`src/pkg/readback_regs.svh`:
```
// Operation
// - pin mode: start pin falls, clock pin shifts
// - serial readback incrementing, always from frame zero
// - dedicated start input starts on rising edge
// - before done: pin drives tristate, no readback (bus frame reads are still served here)
// - option picks pin readback or tristate
// - fabric start edge selectable rise or fall
// - clock source: fabric clock or oscillator
// - data changes on selected readback clock
// - bus readback: any frame, repeatable
// - serial and bus readback never overlap
// - frame format as config, no header
// - unmasked frames equal loaded configuration bits
// - logic cells in ram mode read zero
// - block ram contents never in frames
// - transceiver bits readable, autoconfig excluded
// - stream opens 11110010 then eight ones
// - incremental addressing: address frame omitted
// - frame: 01, zero align, data, checksum, stops
// - postamble 00, dummy ones, sixteen stops
// - device header fields never emitted
// - readback only after configuration done; bus frame reads here do not wait for done
// - security off, on default, once
// - reader finds frame by 01 pair
`ifndef READBACK_REGS_SVH
`define READBACK_REGS_SVH

// ----------------------------------------
// register map
// ----------------------------------------
`define RB_ADDR_CTRL    8'h00
`define RB_ADDR_STATUS  8'h04
`define RB_ADDR_FRAME   8'h10
`define RB_ADDR_MASK    8'h20
`define RB_CTRL_RESET   8'h20
// ctrl fields
`define RB_CTRL_DONE    0
`define RB_CTRL_FABRIC  1
`define RB_CTRL_FALL    2
`define RB_CTRL_OSC     3
`define RB_CTRL_PINRB   4
`define RB_CTRL_SEC_LO  5
`define RB_CTRL_SEC_HI  6

// ----------------------------------------
// stream layout
// ----------------------------------------
`define RB_FRAMES       4
`define RB_IDX_W        2
`define RB_DATA_W       16
`define RB_HDR_BYTE     8'hF2
`define RB_STOP_BYTE    8'hFF
`define RB_FRM_LEAD     8'h40
`define RB_FRM_BITS     6'd40
`define RB_HDR_BITS     6'd16
`define RB_POST_BITS    6'd32
`define RB_POST_WORD    32'h3FFFFFFF
`define RB_ALIGN_BITS   5'd6
`define RB_FRM_LAST     5'd29

// ----------------------------------------
// timing
// ----------------------------------------
`define RB_OSC_PERIOD_NS  40
`define RB_CLK_PERIOD_NS  10
`define RB_OSC_DIV        (`RB_OSC_PERIOD_NS / `RB_CLK_PERIOD_NS)
`define RB_LINK_HALF      2'd3
`define RB_PULSE_CYC      5'd16

`endif

```
`src/pkg/readback_pkg.sv`:
```
package readback_pkg;
   typedef enum logic [1:0] {SEC_OFF, SEC_ON, SEC_ONCE, SEC_SPARE} security_t;
   typedef enum {DEV_IDLE, DEV_HDR, DEV_FRM, DEV_POST} dev_state_t;
   typedef enum {RDR_HUNT, RDR_SAW0, RDR_FRAME} rdr_state_t;
endpackage

```
`src/pkg/readback_link_if.sv`:
```
`timescale 1ns/100ps
interface readback_link_if;
   logic config_clock_pin;
   logic readback_start_n;
   logic dedicated_readback_start_in;
   logic fabric_readback_start;
   logic fabric_readback_clock;
   logic readback_data;

   modport device (
      input  config_clock_pin,
      input  readback_start_n,
      input  dedicated_readback_start_in,
      input  fabric_readback_start,
      input  fabric_readback_clock,
      output readback_data
   );
   modport reader (
      output config_clock_pin,
      output readback_start_n,
      output dedicated_readback_start_in,
      output fabric_readback_start,
      output fabric_readback_clock,
      input  readback_data
   );
endinterface

```
`src/design/link_edge_sync.sv`:
```
`timescale 1ns/100ps
module link_edge_sync (
   // clock and reset
   input  wire logic ref_clk,
   input  wire logic arst_n,
   // foreign level
   input  wire logic async_in,
   // synchronised view
   output logic      level,
   output logic      rise,
   output logic      fall
);
   logic meta;
   logic last;

   // two flops, then one more to find edges
   always_ff @(posedge ref_clk or negedge arst_n)
   begin
      if (!arst_n)
      begin
         meta  <= 1'b1;
         level <= 1'b1;
         last  <= 1'b1;
      end
      else
      begin
         meta  <= async_in;
         level <= meta;
         last  <= level;
      end
   end

   assign rise = level & ~last;
   assign fall = ~level & last;
endmodule // link_edge_sync

```
`src/design/readback_device.sv`:
```
`timescale 1ns/100ps
`include "readback_regs.svh"
module readback_device (
   // clock and reset
   input  wire logic ref_clk,
   input  wire logic arst_n,
   // register port
   input  wire logic [7:0]  addr,
   input  wire logic [31:0] wdata,
   input  wire logic        wr,
   input  wire logic        rd,
   output logic      [31:0] rdata,
   // tristate control
   input  wire logic        tristate_alt_in,
   output logic             global_tristate,
   // link
   readback_link_if.device  link
);
   import readback_pkg::*;

   // ----------------------------------------
   // link inputs, two flops each
   // ----------------------------------------
   logic pin_level;
   logic pin_fall;
   logic ded_rise;
   logic fab_rise;
   logic fab_fall;
   logic fclk_rise;
   logic config_clock_pin_rise;
   logic alt_level;

   link_edge_sync u_pin (
      .ref_clk (ref_clk),
      .arst_n  (arst_n),
      .async_in(link.readback_start_n),
      .level   (pin_level),
      .rise    (),
      .fall    (pin_fall)
   );
   link_edge_sync u_ded (
      .ref_clk (ref_clk),
      .arst_n  (arst_n),
      .async_in(link.dedicated_readback_start_in),
      .level   (),
      .rise    (ded_rise),
      .fall    ()
   );
   link_edge_sync u_fab (
      .ref_clk (ref_clk),
      .arst_n  (arst_n),
      .async_in(link.fabric_readback_start),
      .level   (),
      .rise    (fab_rise),
      .fall    (fab_fall)
   );
   link_edge_sync u_fclk (
      .ref_clk (ref_clk),
      .arst_n  (arst_n),
      .async_in(link.fabric_readback_clock),
      .level   (),
      .rise    (fclk_rise),
      .fall    ()
   );
   link_edge_sync u_config_clock_pin (
      .ref_clk (ref_clk),
      .arst_n  (arst_n),
      .async_in(link.config_clock_pin),
      .level   (),
      .rise    (config_clock_pin_rise),
      .fall    ()
   );
   // alternate tristate source is a pin of its own, so it is synchronised too
   link_edge_sync u_alt (
      .ref_clk (ref_clk),
      .arst_n  (arst_n),
      .async_in(tristate_alt_in),
      .level   (alt_level),
      .rise    (),
      .fall    ()
   );

   // ----------------------------------------
   // registers and configuration memory
   // ----------------------------------------
   logic [7:0]            ctrl;
   logic                  once_used;
   logic [`RB_DATA_W-1:0] frame_mem [`RB_FRAMES];
   logic [`RB_DATA_W-1:0] ram_mask [`RB_FRAMES];
   dev_state_t            state;
   logic [`RB_IDX_W-1:0]  frame;
   logic [5:0]            bits_left;
   logic [39:0]           shreg;
   logic [3:0]            osc_cnt;

   wire       cfg_done   = ctrl[`RB_CTRL_DONE];
   wire       fab_sel    = ctrl[`RB_CTRL_FABRIC];
   wire       fall_sel   = ctrl[`RB_CTRL_FALL];
   wire       osc_sel    = ctrl[`RB_CTRL_OSC];
   wire       pin_rb     = ctrl[`RB_CTRL_PINRB];
   wire [1:0] sec        = ctrl[`RB_CTRL_SEC_HI:`RB_CTRL_SEC_LO];
   wire       busy       = (state != DEV_IDLE);

   // register decode
   wire       hit_ctrl   = (addr == `RB_ADDR_CTRL);
   wire       hit_status = (addr == `RB_ADDR_STATUS);
   wire       hit_frame  = (addr[7:4] == `RB_ADDR_FRAME >> 4) && (addr[1:0] == 2'b00);
   wire       hit_mask   = (addr[7:4] == `RB_ADDR_MASK >> 4) && (addr[1:0] == 2'b00);
   wire [1:0] widx       = addr[3:2];
   // frame reads are the bus readback path, any frame, any number of times
   wire       bus_rb     = rd & hit_frame;

   // masked frame words: ram-mode cells are forced to zero
   wire [`RB_DATA_W-1:0] rd_frame = frame_mem[widx] & ~ram_mask[widx];

   // ----------------------------------------
   // start selection
   // ----------------------------------------
   wire fab_edge  = fall_sel ? fab_fall : fab_rise;
   wire pin_start = ~fab_sel & pin_rb & pin_fall;
   wire start_evt = pin_start | (fab_sel & fab_edge) | ded_rise;
   // readback gated by done, security and a bus readback in this cycle
   wire sec_ok    = (sec == SEC_OFF) || (sec == SEC_ONCE && !once_used);
   wire start_ok  = start_evt & cfg_done & sec_ok & ~busy & ~bus_rb;

   // ----------------------------------------
   // readback clock selection
   // ----------------------------------------
   wire osc_tick  = (osc_cnt == 4'(`RB_OSC_DIV - 1));
   wire fab_tick  = osc_sel ? osc_tick : fclk_rise;
   wire tick      = fab_sel ? fab_tick : config_clock_pin_rise;

   // ----------------------------------------
   // next frame image: lead byte, data, checksum, stops
   // ----------------------------------------
   wire [`RB_IDX_W-1:0]  next_idx  = (state == DEV_HDR) ? '0 : frame + 1'b1;
   wire [`RB_DATA_W-1:0] next_data = frame_mem[next_idx] & ~ram_mask[next_idx];
   wire [7:0]            next_sum  = `RB_FRM_LEAD ^ next_data[15:8] ^ next_data[7:0];
   // no address frame: incremental addressing only
   wire [39:0] next_frm = {`RB_FRM_LEAD, next_data, next_sum, `RB_STOP_BYTE};
   wire        last_bit = tick & busy & (bits_left == 6'd1);
   wire        last_frm = (frame == `RB_IDX_W'(`RB_FRAMES - 1));

   // ----------------------------------------
   // oscillator divider
   // ----------------------------------------
   always_ff @(posedge ref_clk or negedge arst_n)
   begin
      if (!arst_n)
         osc_cnt <= 4'h0;
      else
         osc_cnt <= osc_tick ? 4'h0 : osc_cnt + 4'h1;
   end

   // ----------------------------------------
   // register writes
   // ----------------------------------------
   // configuration load writes frames; block ram and autoconfig have no place here
   always_ff @(posedge ref_clk)
   begin
      if (wr && hit_frame)
         frame_mem[widx] <= wdata[`RB_DATA_W-1:0];
      if (wr && hit_mask)
         ram_mask[widx] <= wdata[`RB_DATA_W-1:0];
   end

   // security field is fixed once configuration is done
   always_ff @(posedge ref_clk or negedge arst_n)
   begin
      if (!arst_n)
         ctrl <= `RB_CTRL_RESET;
      else if (wr && hit_ctrl)
         ctrl <= cfg_done ? {ctrl[7:5], wdata[4:0]} : wdata[7:0];
   end

   // ----------------------------------------
   // read data, one cycle later
   // ----------------------------------------
   always_ff @(posedge ref_clk or negedge arst_n)
   begin
      if (!arst_n)
         rdata <= 32'h0;
      else if (rd && hit_ctrl)
         rdata <= {24'h0, ctrl};
      else if (rd && hit_status)
         rdata <= {28'h0, frame, once_used, busy};
      else if (bus_rb && !busy)
         rdata <= {16'h0, rd_frame};
      else
         rdata <= 32'h0;  // unmapped, or frame read refused during serial
   end

   // ----------------------------------------
   // global tristate source
   // ----------------------------------------
   always_ff @(posedge ref_clk or negedge arst_n)
   begin
      if (!arst_n)
         global_tristate <= 1'b0;
      else if (!cfg_done || !pin_rb)
         global_tristate <= ~pin_level;
      else
         global_tristate <= alt_level;
   end

   // ----------------------------------------
   // serial engine
   // ----------------------------------------
   // header block of the stream, device header itself never sent
   always_ff @(posedge ref_clk or negedge arst_n)
   begin
      if (!arst_n)
      begin
         state     <= DEV_IDLE;
         frame     <= '0;
         bits_left <= 6'd0;
         shreg     <= '1;
         once_used <= 1'b0;
      end
      else if (start_ok)
      begin
         state     <= DEV_HDR;
         frame     <= '0;
         bits_left <= `RB_HDR_BITS;
         shreg     <= {`RB_HDR_BYTE, `RB_STOP_BYTE, 24'hFFFFFF};
         once_used <= once_used | (sec == SEC_ONCE);
      end
      else if (last_bit)
      begin
         case (state)
            DEV_HDR, DEV_FRM:
            begin
               if (state == DEV_FRM && last_frm)
               begin
                  state     <= DEV_POST;
                  bits_left <= `RB_POST_BITS;
                  shreg     <= {`RB_POST_WORD, 8'hFF};
               end
               else
               begin
                  state     <= DEV_FRM;
                  frame     <= next_idx;
                  bits_left <= `RB_FRM_BITS;
                  shreg     <= next_frm;
               end
            end
            default:
            begin
               state     <= DEV_IDLE;
               bits_left <= 6'd0;
               shreg     <= '1;
            end
         endcase
      end
      else if (tick && busy)
      begin
         bits_left <= bits_left - 6'd1;
         shreg     <= {shreg[38:0], 1'b1};
      end
   end

   // ----------------------------------------
   // serial data out
   // ----------------------------------------
   // idles high so stop-bit hunting works from the first edge
   always_ff @(posedge ref_clk or negedge arst_n)
   begin
      if (!arst_n)
         link.readback_data <= 1'b1;
      else if (tick && busy)
         link.readback_data <= shreg[39];
      else if (!busy)
         link.readback_data <= 1'b1;
   end
endmodule // readback_device

```
`src/flat_wrapper.sv`:
```
// flat-port wrapper written by rule: the top's interface ports become plain ports
module readback_device_flat import readback_pkg::*;
  (ref_clk, arst_n, addr, wdata, wr, rd, rdata, tristate_alt_in, global_tristate, link_config_clock_pin, link_readback_start_n, link_dedicated_readback_start_in, link_fabric_readback_start, link_fabric_readback_clock, link_readback_data);
  readback_link_if link_i ();
  input  wire logic ref_clk;
  input  wire logic arst_n;
  input  wire logic [7:0] addr;
  input  wire logic [31:0] wdata;
  input  wire logic wr;
  input  wire logic rd;
  output logic      [31:0] rdata;
  input  wire logic tristate_alt_in;
  output logic global_tristate;
  input wire logic [$bits(link_i.config_clock_pin)-1:0] link_config_clock_pin;
  input wire logic [$bits(link_i.readback_start_n)-1:0] link_readback_start_n;
  input wire logic [$bits(link_i.dedicated_readback_start_in)-1:0] link_dedicated_readback_start_in;
  input wire logic [$bits(link_i.fabric_readback_start)-1:0] link_fabric_readback_start;
  input wire logic [$bits(link_i.fabric_readback_clock)-1:0] link_fabric_readback_clock;
  output wire logic [$bits(link_i.readback_data)-1:0] link_readback_data;
  assign link_i.config_clock_pin = link_config_clock_pin;
  assign link_i.readback_start_n = link_readback_start_n;
  assign link_i.dedicated_readback_start_in = link_dedicated_readback_start_in;
  assign link_i.fabric_readback_start = link_fabric_readback_start;
  assign link_i.fabric_readback_clock = link_fabric_readback_clock;
  assign link_readback_data = link_i.readback_data;
  readback_device u_core (.ref_clk(ref_clk), .arst_n(arst_n), .addr(addr), .wdata(wdata), .wr(wr), .rd(rd), .rdata(rdata), .tristate_alt_in(tristate_alt_in), .global_tristate(global_tristate), .link(link_i));
endmodule
```
`config.mk`:
```
export PLATFORM = sky130hd
export DESIGN_NAME = readback_device_flat
export DESIGN_NICKNAME = d
export VERILOG_FILES = /design/src/pkg/readback_pkg.sv /design/src/pkg/readback_link_if.sv /design/src/design/link_edge_sync.sv /design/src/design/readback_device.sv /design/src/flat_wrapper.sv
export VERILOG_INCLUDE_DIRS = /design/src /design/src/pkg
export SDC_FILE = /design/constraint.sdc
export NUM_CORES = 1
export LEC_CHECK = 0
export BUFFER_PORTS_ARGS = -buffer_cell sky130_fd_sc_hd__buf_2
export CAP_MARGIN = 20
export CORE_MARGIN = 4
export CORE_UTILIZATION = 31
export DETAILED_ROUTE_END_ITERATION = 8
export HOLD_SLACK_MARGIN = 0.1
export PLACE_DENSITY = 0.49
export SETUP_SLACK_MARGIN = 0.4
export SLEW_MARGIN = 20
export SYNTH_ARGS = -nofsm -noshare
export SYNTH_HDL_FRONTEND = slang
export SYNTH_SLANG_ARGS = --single-unit
```
`constraint.sdc`:
```
create_clock -name ref_clk -period 3.3 [get_ports ref_clk]
set_clock_uncertainty 0.05 [all_clocks]
set_input_delay 0.165 -clock ref_clk [delete_from_list [all_inputs] [get_ports ref_clk]]
set_output_delay 0.165 -clock ref_clk [all_outputs]
set_load 0.05 [all_outputs]
```
== After elaboration in Yosys (flattened, before gate mapping) ==
Memories as Yosys holds them, arrays and structs flattened.
Cells that the tools add are included.

* Register bits: 144
* RAM bits: 128
* Output and inout bits: 34
* Memories: 2

* Add/subtract/negate cells: 3
* Equal/unequal tests: 13
* Mux-type cells: 33
* Bitwise gates (word level): 35
* Reduce and logical (&&, ||, !) cells: 27

{| class="wikitable"
|+ Memory list
! memory !! depth !! bits a word !! rd ports !! clocked after Yosys merged registers in !! write ports !! line !! RTL
|-
| u_core.frame_mem || 4 || 16 || 2 || 0 || 1 || readback_device.sv:88 || <nowiki>logic [`RB_DATA_W-1:0] frame_mem [`RB_FRAMES];</nowiki>
|-
| u_core.ram_mask || 4 || 16 || 2 || 0 || 1 || readback_device.sv:89 || <nowiki>logic [`RB_DATA_W-1:0] ram_mask [`RB_FRAMES];</nowiki>
|}

{| class="wikitable"
|+ Operator list
! cell !! count
|-
| 40-bit two-way mux || 4
|-
| 32-bit two-way mux || 4
|-
| 32-bit by 2-bit equality test with 1-bit output, second input constant || 2
|-
| 39-bit two-way mux || 1
|-
| 16-bit bitwise AND || 2
|-
| 32-bit by 1-bit equality test with 1-bit output, second input constant || 1
|-
| 32-bit by 3-bit equality test with 1-bit output, second input constant || 1
|-
| 16-bit inverter || 2
|-
| 32-bit nonzero test || 1
|-
| 6-bit two-way mux || 4
|-
| 1-bit bitwise AND || 16
|-
| 16-bit two-way mux || 1
|-
| 2-bit two-way mux || 6
|-
| 1-bit logical AND || 11
|-
| 1-bit two-way mux || 11
|-
| 1-bit inverter || 11
|-
| 4-bit by 2-bit equality test with 1-bit output, second input constant || 2
|-
| 8-bit by 3-bit equality test with 1-bit output, second input constant || 1
|-
| 8-bit zero test || 1
|-
| 4-bit two-way mux || 2
|-
| 8-bit XOR || 1
|-
| 6-bit by 1-bit equality test with 1-bit output, second input constant || 1
|-
| 6-bit by 1-bit subtractor with 6-bit output, second input constant || 1
|-
| 4-bit by 1-bit adder with 4-bit output, second input constant || 1
|-
| 14 further kinds || 23
|}

== Depth between registers and ports, before layout ==
* Word-level depth: 12
* Mapped depth: 9

== By module ==
From an unflattened synthesis, not the netlist that was laid out.

* Cell total of the unflattened synthesis: 689
* Area, all modules: 9452.8 sq um

{| class="wikitable"
|+ Modules (own cells, without submodules)
! module !! times used !! cells each !! area each (sq um) !! seq. area each (sq um)
|-
| readback_device || 1 || 659 || 8889.8 || 5713.0
|-
| link_edge_sync || 6 || 5 || 93.8 || 78.8
|}

== Worst setup path before layout ==
No wires, ideal clock.

* Path kind: input port to flip-flop
* From: in addr[1]
* To: mem u_core.frame_mem[0][0] (netlist bit) (enable)
* Library setup time: 0.409 ns
* Arrival time: 2.081 ns
* Data required time: 2.841 ns
* Path slack: 0.760 ns
* Cell stages on the path: 4
* Buffers on the path: 0
* Cell sequence: or4_4 nor2_1 nand3_1 nor3_1

* Word-level cells in the longest chain between the ends: 5

{| class="wikitable"
|+ RTL lines
! what !! line !! RTL
|-
| start: declaration || flat_wrapper.sv:7 || <nowiki>input wire logic [7:0] addr;</nowiki>
|-
| 2-bit zero test || readback_device.sv:107 || <nowiki>wire hit_frame = (addr[7:4] == `RB_ADDR_FRAME >> 4) && (addr[1:0] == 2'b00);</nowiki>
|-
| 1-bit logical AND || readback_device.sv:107 ||
|-
| 1-bit logical AND || readback_device.sv:161 || <nowiki>if (wr && hit_frame)</nowiki>
|-
| 1-bit two-way mux || readback_device.sv:161 ||
|-
| 1-bit two-way mux || readback_device.sv:162 || <nowiki>frame_mem[widx] <= wdata[`RB_DATA_W-1:0];</nowiki>
|-
| end: declaration || readback_device.sv:88 ||
|}

No other way between the ends.

== Final worst setup path ==
* From: reg u_core.frame[0]
* To: reg u_core.shreg[31]

* Word-level cells in the longest chain between the ends: 9

{| class="wikitable"
|+ RTL lines
! what !! line !! RTL
|-
| start: declaration || readback_device.sv:91 || <nowiki>logic [`RB_IDX_W-1:0] frame;</nowiki>
|-
| start signal: assignment || readback_device.sv:242 || <nowiki>frame <= next_idx;</nowiki>
|-
| 2-bit by 1-bit adder with 2-bit output || readback_device.sv:136 || <nowiki>wire [`RB_IDX_W-1:0] next_idx = (state == DEV_HDR) ? '0 : frame + 1'b1;</nowiki>
|-
| 2-bit two-way mux || readback_device.sv:136 ||
|-
| memory read 4 x 16 bit || n/a ||
|-
| 16-bit inverter || readback_device.sv:137 || <nowiki>wire [`RB_DATA_W-1:0] next_data = frame_mem[next_idx] & ~ram_mask[next_idx];</nowiki>
|-
| 16-bit bitwise AND || readback_device.sv:137 ||
|-
| 39-bit two-way mux (*) || readback_device.sv:233 || <nowiki>if (state == DEV_FRM && last_frm)</nowiki>
|-
| 40-bit two-way mux (*) || readback_device.sv:230 || <nowiki>case (state)</nowiki>
|-
| 40-bit two-way mux (*) || readback_device.sv:228 || <nowiki>else if (last_bit)</nowiki>
|-
| 40-bit two-way mux (*) || readback_device.sv:220 || <nowiki>else if (start_ok)</nowiki>
|-
| end signal: assignment || readback_device.sv:225 || <nowiki>shreg <= {`RB_HDR_BYTE, `RB_STOP_BYTE, 24'hFFFFFF};</nowiki>
|-
| end signal: assignment || readback_device.sv:237 || <nowiki>shreg <= {`RB_POST_WORD, 8'hFF};</nowiki>
|-
| end signal: assignment || readback_device.sv:244 || <nowiki>shreg <= next_frm;</nowiki>
|-
| end: declaration || readback_device.sv:93 || <nowiki>logic [39:0] shreg;</nowiki>
|}

Every way passes the cells marked *; elsewhere a longest branch is shown, timed or not.
A chain may end at the register's enable or synchronous reset.

==> flow_metrics.tcl <==
set metrics [dict create \
    rrSetupSlack_ps 810 \
    drc 0 \
    clock_sinks 218 \
    cts.htree.levels 1 \
    gp_congestion 0.760 \
    worstRegToRegCells 5 \
    fin_nets 858 \
    yosysMostFrequentCell "edfxtp_1" \
    seq_area_frac_synth 0.652 \
    tritoncts "done" \
    worstSetupStartpointType "register" \
    port_buffers 51 \
    yosysTopAreaCell "edfxtp_1" \
    yosysTopAreaCellShare 0.407 \
    synth_commonest_cells "edfxtp_1 (128), a21oi_1 (51), dfstp_2 (51)" \
    areaGrowthSynthToFinish_pct 20.2 \
    p_total_mw 8.18 \
    cts-buffers-inserted 26 \
    yosys_register_bits 218 \
    synth_cells 709 \
    crit_buf_inv 0 \
    worst_slack_ps 808 \
    multi_input_area_sq_um 3010 \
    post-route-period-util 0.755 \
    via_per_inst 4.84 \
    fin_crit_ps 2490 \
    core_area_sq_um 29900 \
    synth_enable_flop_cells 128 \
    dr_total_vias 5865 \
    async_flop_share 0.413 \
    p_per_area_nw_per_um2 720 \
    avgSynthCellArea_sq_um 13.3 \
    cp.required_ps 3700 \
    leakage_nw 4.30 \
    drv_slew 0 \
    slowest_delay_ps 700 \
    grt_use_total 0.135 \
    timing.rr.end "u_core.shreg[31]" \
    setup_viol 0 \
    synthFlopType "edfxtp_1" \
    worstReg2RegStart "u_core.frame[0]" \
    drive_above_1_share 0.264 \
    tns_ps 0 \
    cpMaxStageDelayCell "dfrtp_1" \
    grt_pass1_wl_microns 35300 \
    utilization 0.380 \
    insertion_delay_ps 520 \
    ys.warnings.count 0 \
    die_height_microns 183 \
    min_path_cells 4 \
    ioPinCount 84 \
    holdPathEnd "u_core.rdata[0]" \
    hold_violations 0 \
    wirelength_microns 22700 \
    antenna_found_initial 2 \
    pre_cts_ws_ps 826 \
    rows 63 \
    postCtsSetupBuffers 0 \
    whs_ps 163 \
    cts_buffer_depth 3 \
    critPathMaxFanout 12 \
    dr.first_iter.drc_count 413 \
    synthDistinctLibCells 57 \
    clock.fmax_mhz 401 \
    wl_per_cell_microns 18.7 \
    initial_core_util 0.316 \
    hpwlAfterDp_microns 14800 \
    cp-end-kind "register" \
    outcome "finished clean" \
    grt_max_degree 69 \
    clk_pin_slew_ps 60 \
    syn_area_sq_um 9450 \
    crit_family "flip-flops" \
    crit_path_cell_trace "ha_1, nand2b_1, mux4_2, o22ai_1, a21oi_1" \
    hold_path_class "in2reg" \
    min-delay-start "rd" \
    dr.pass1.iters 4 \
    rsz0062_at_grt "no" \
    n_fill_cell 2837 \
    cp.arrival_ps 2890 \
    max_slew_margin 0.380 \
    synthTopCellsByArea "edfxtp_1 (41%), dfstp_2 (14%), dfrtp_1 (10%)" \
    max-vdd-ir-drop_uv 437 \
    drtAntennaViolNets 0 \
    root_buffer "clkbuf_16" \
    first_global_vias 5849 \
    grt_overflow 0 \
    maxCapViolations 0 \
    die_w_microns 183 \
    seqCellArea_sq_um 6160 \
    tightestPinTransition_ps 930 \
    crit_type "reg2reg" \
    dieArea_sq_um 33300 \
]
worst min-delay path, stage by stage:
cell and delay (ps):
buf_2 110, or4b_4 210, or3_1 110, a31oi_2 90
placed cells by master, fill, tap and decap left out, drive strengths merged, types with 4 or more instances in the layout:
cell type / instances
o21ai: 15
buf: 81
xnor2: 16
nor4: 4
nand3: 6
mux2i: 31
a31oi: 12
dfstp: 51
mux4: 4
edfxtp: 128
inv: 18
or3: 4
conb: 16
mux2: 19
o22ai: 17
o32ai: 9
clkbuf: 31
nor3b: 17
clkinv: 11
nand2: 16
nor4b: 9
nor3: 8
a211oi: 23
a211o: 7
dfrtp: 39
nor2: 50
a21oi: 51
dlygate4sd3: 25
ha: 7
nand2b: 16
nor2b: 38
what timing repair did:
item	4_1_cts	5_1_grt
resized for setup	0	0
hold buffers	25	0
hold endpoints to repair	177	0
kinds of logic after synthesis:
group                    after synthesis  synth area share
AO/OA/AOI/OAI                        151             0.107
XOR/XNOR                              16            0.0148
adder cells (fa/ha/maj)                7           0.00927
buffers and inverters                 74            0.0371
flip-flops                           218             0.652
multiplexers                          54            0.0650
other                                  1          0.000397
AND/OR/NAND/NOR                      188             0.115
power by group:
group / internal, mW / switching, mW
combinational: 0.784 / 1.10
clock: 1.71 / 1.14
sequential: 3.25 / 0.189
worst max-delay path by stage:
| stage | endpoint | cells after the start | startpoint | slack [ps] |
|---|---|---|---|---|
| floorplan | u_core.frame_mem[0][0] | 4 | addr[1] | 760 |
| global placement | u_core.rdata[14] | 7 | u_core.state[0] | 790 |
| detailed placement | u_core.shreg[31] | 5 | u_core.frame[0] | 830 |
| CTS | u_core.shreg[31] | 5 | u_core.frame[0] | 810 |
| global route | u_core.bits_left[4] | 7 | u_core.osc_cnt[0] | 660 |
| finish | u_core.shreg[31] | 5 | u_core.frame[0] | 810 |
flip-flops by register name, summed over array words and instances (netlist names), 4 cells and up:
register and flops:
u_core.ctrl 8, u_core.shreg 32, u_core.bits_left 6, u_core.osc_cnt 4, u_core.ram_mask 64, u_core.rdata 16, u_core.frame_mem 64
routing by layer:
layer  vias to the layer above  GRT usage  share of wire
li1                       2811          -              -
met1                      2910      0.190           0.47
met2                       119      0.222           0.48
met3                        25     0.0215          0.041
met4                         0     0.0252          0.014
met5                         -          0              0
through the flow:
step	area [sq um]	instances
after floorplan	9510	724
after global placement	10200	1138
after detailed placement	10200	1138
after CTS	11400	1211
after global routing	11400	1212
final	11400	1212
final cells by class:
cell class,instances,share of cell area
repair buffers,106,0.0678
clock buffers,31,0.0634
multi-input cells,432,0.265
diodes,1,0.000220
inverters,17,0.00562
well taps,390,0.0430
flip-flops and latches,218,0.542
clock inverters,17,0.0129
No activity file was read; power rests on OpenSTA's default activity.
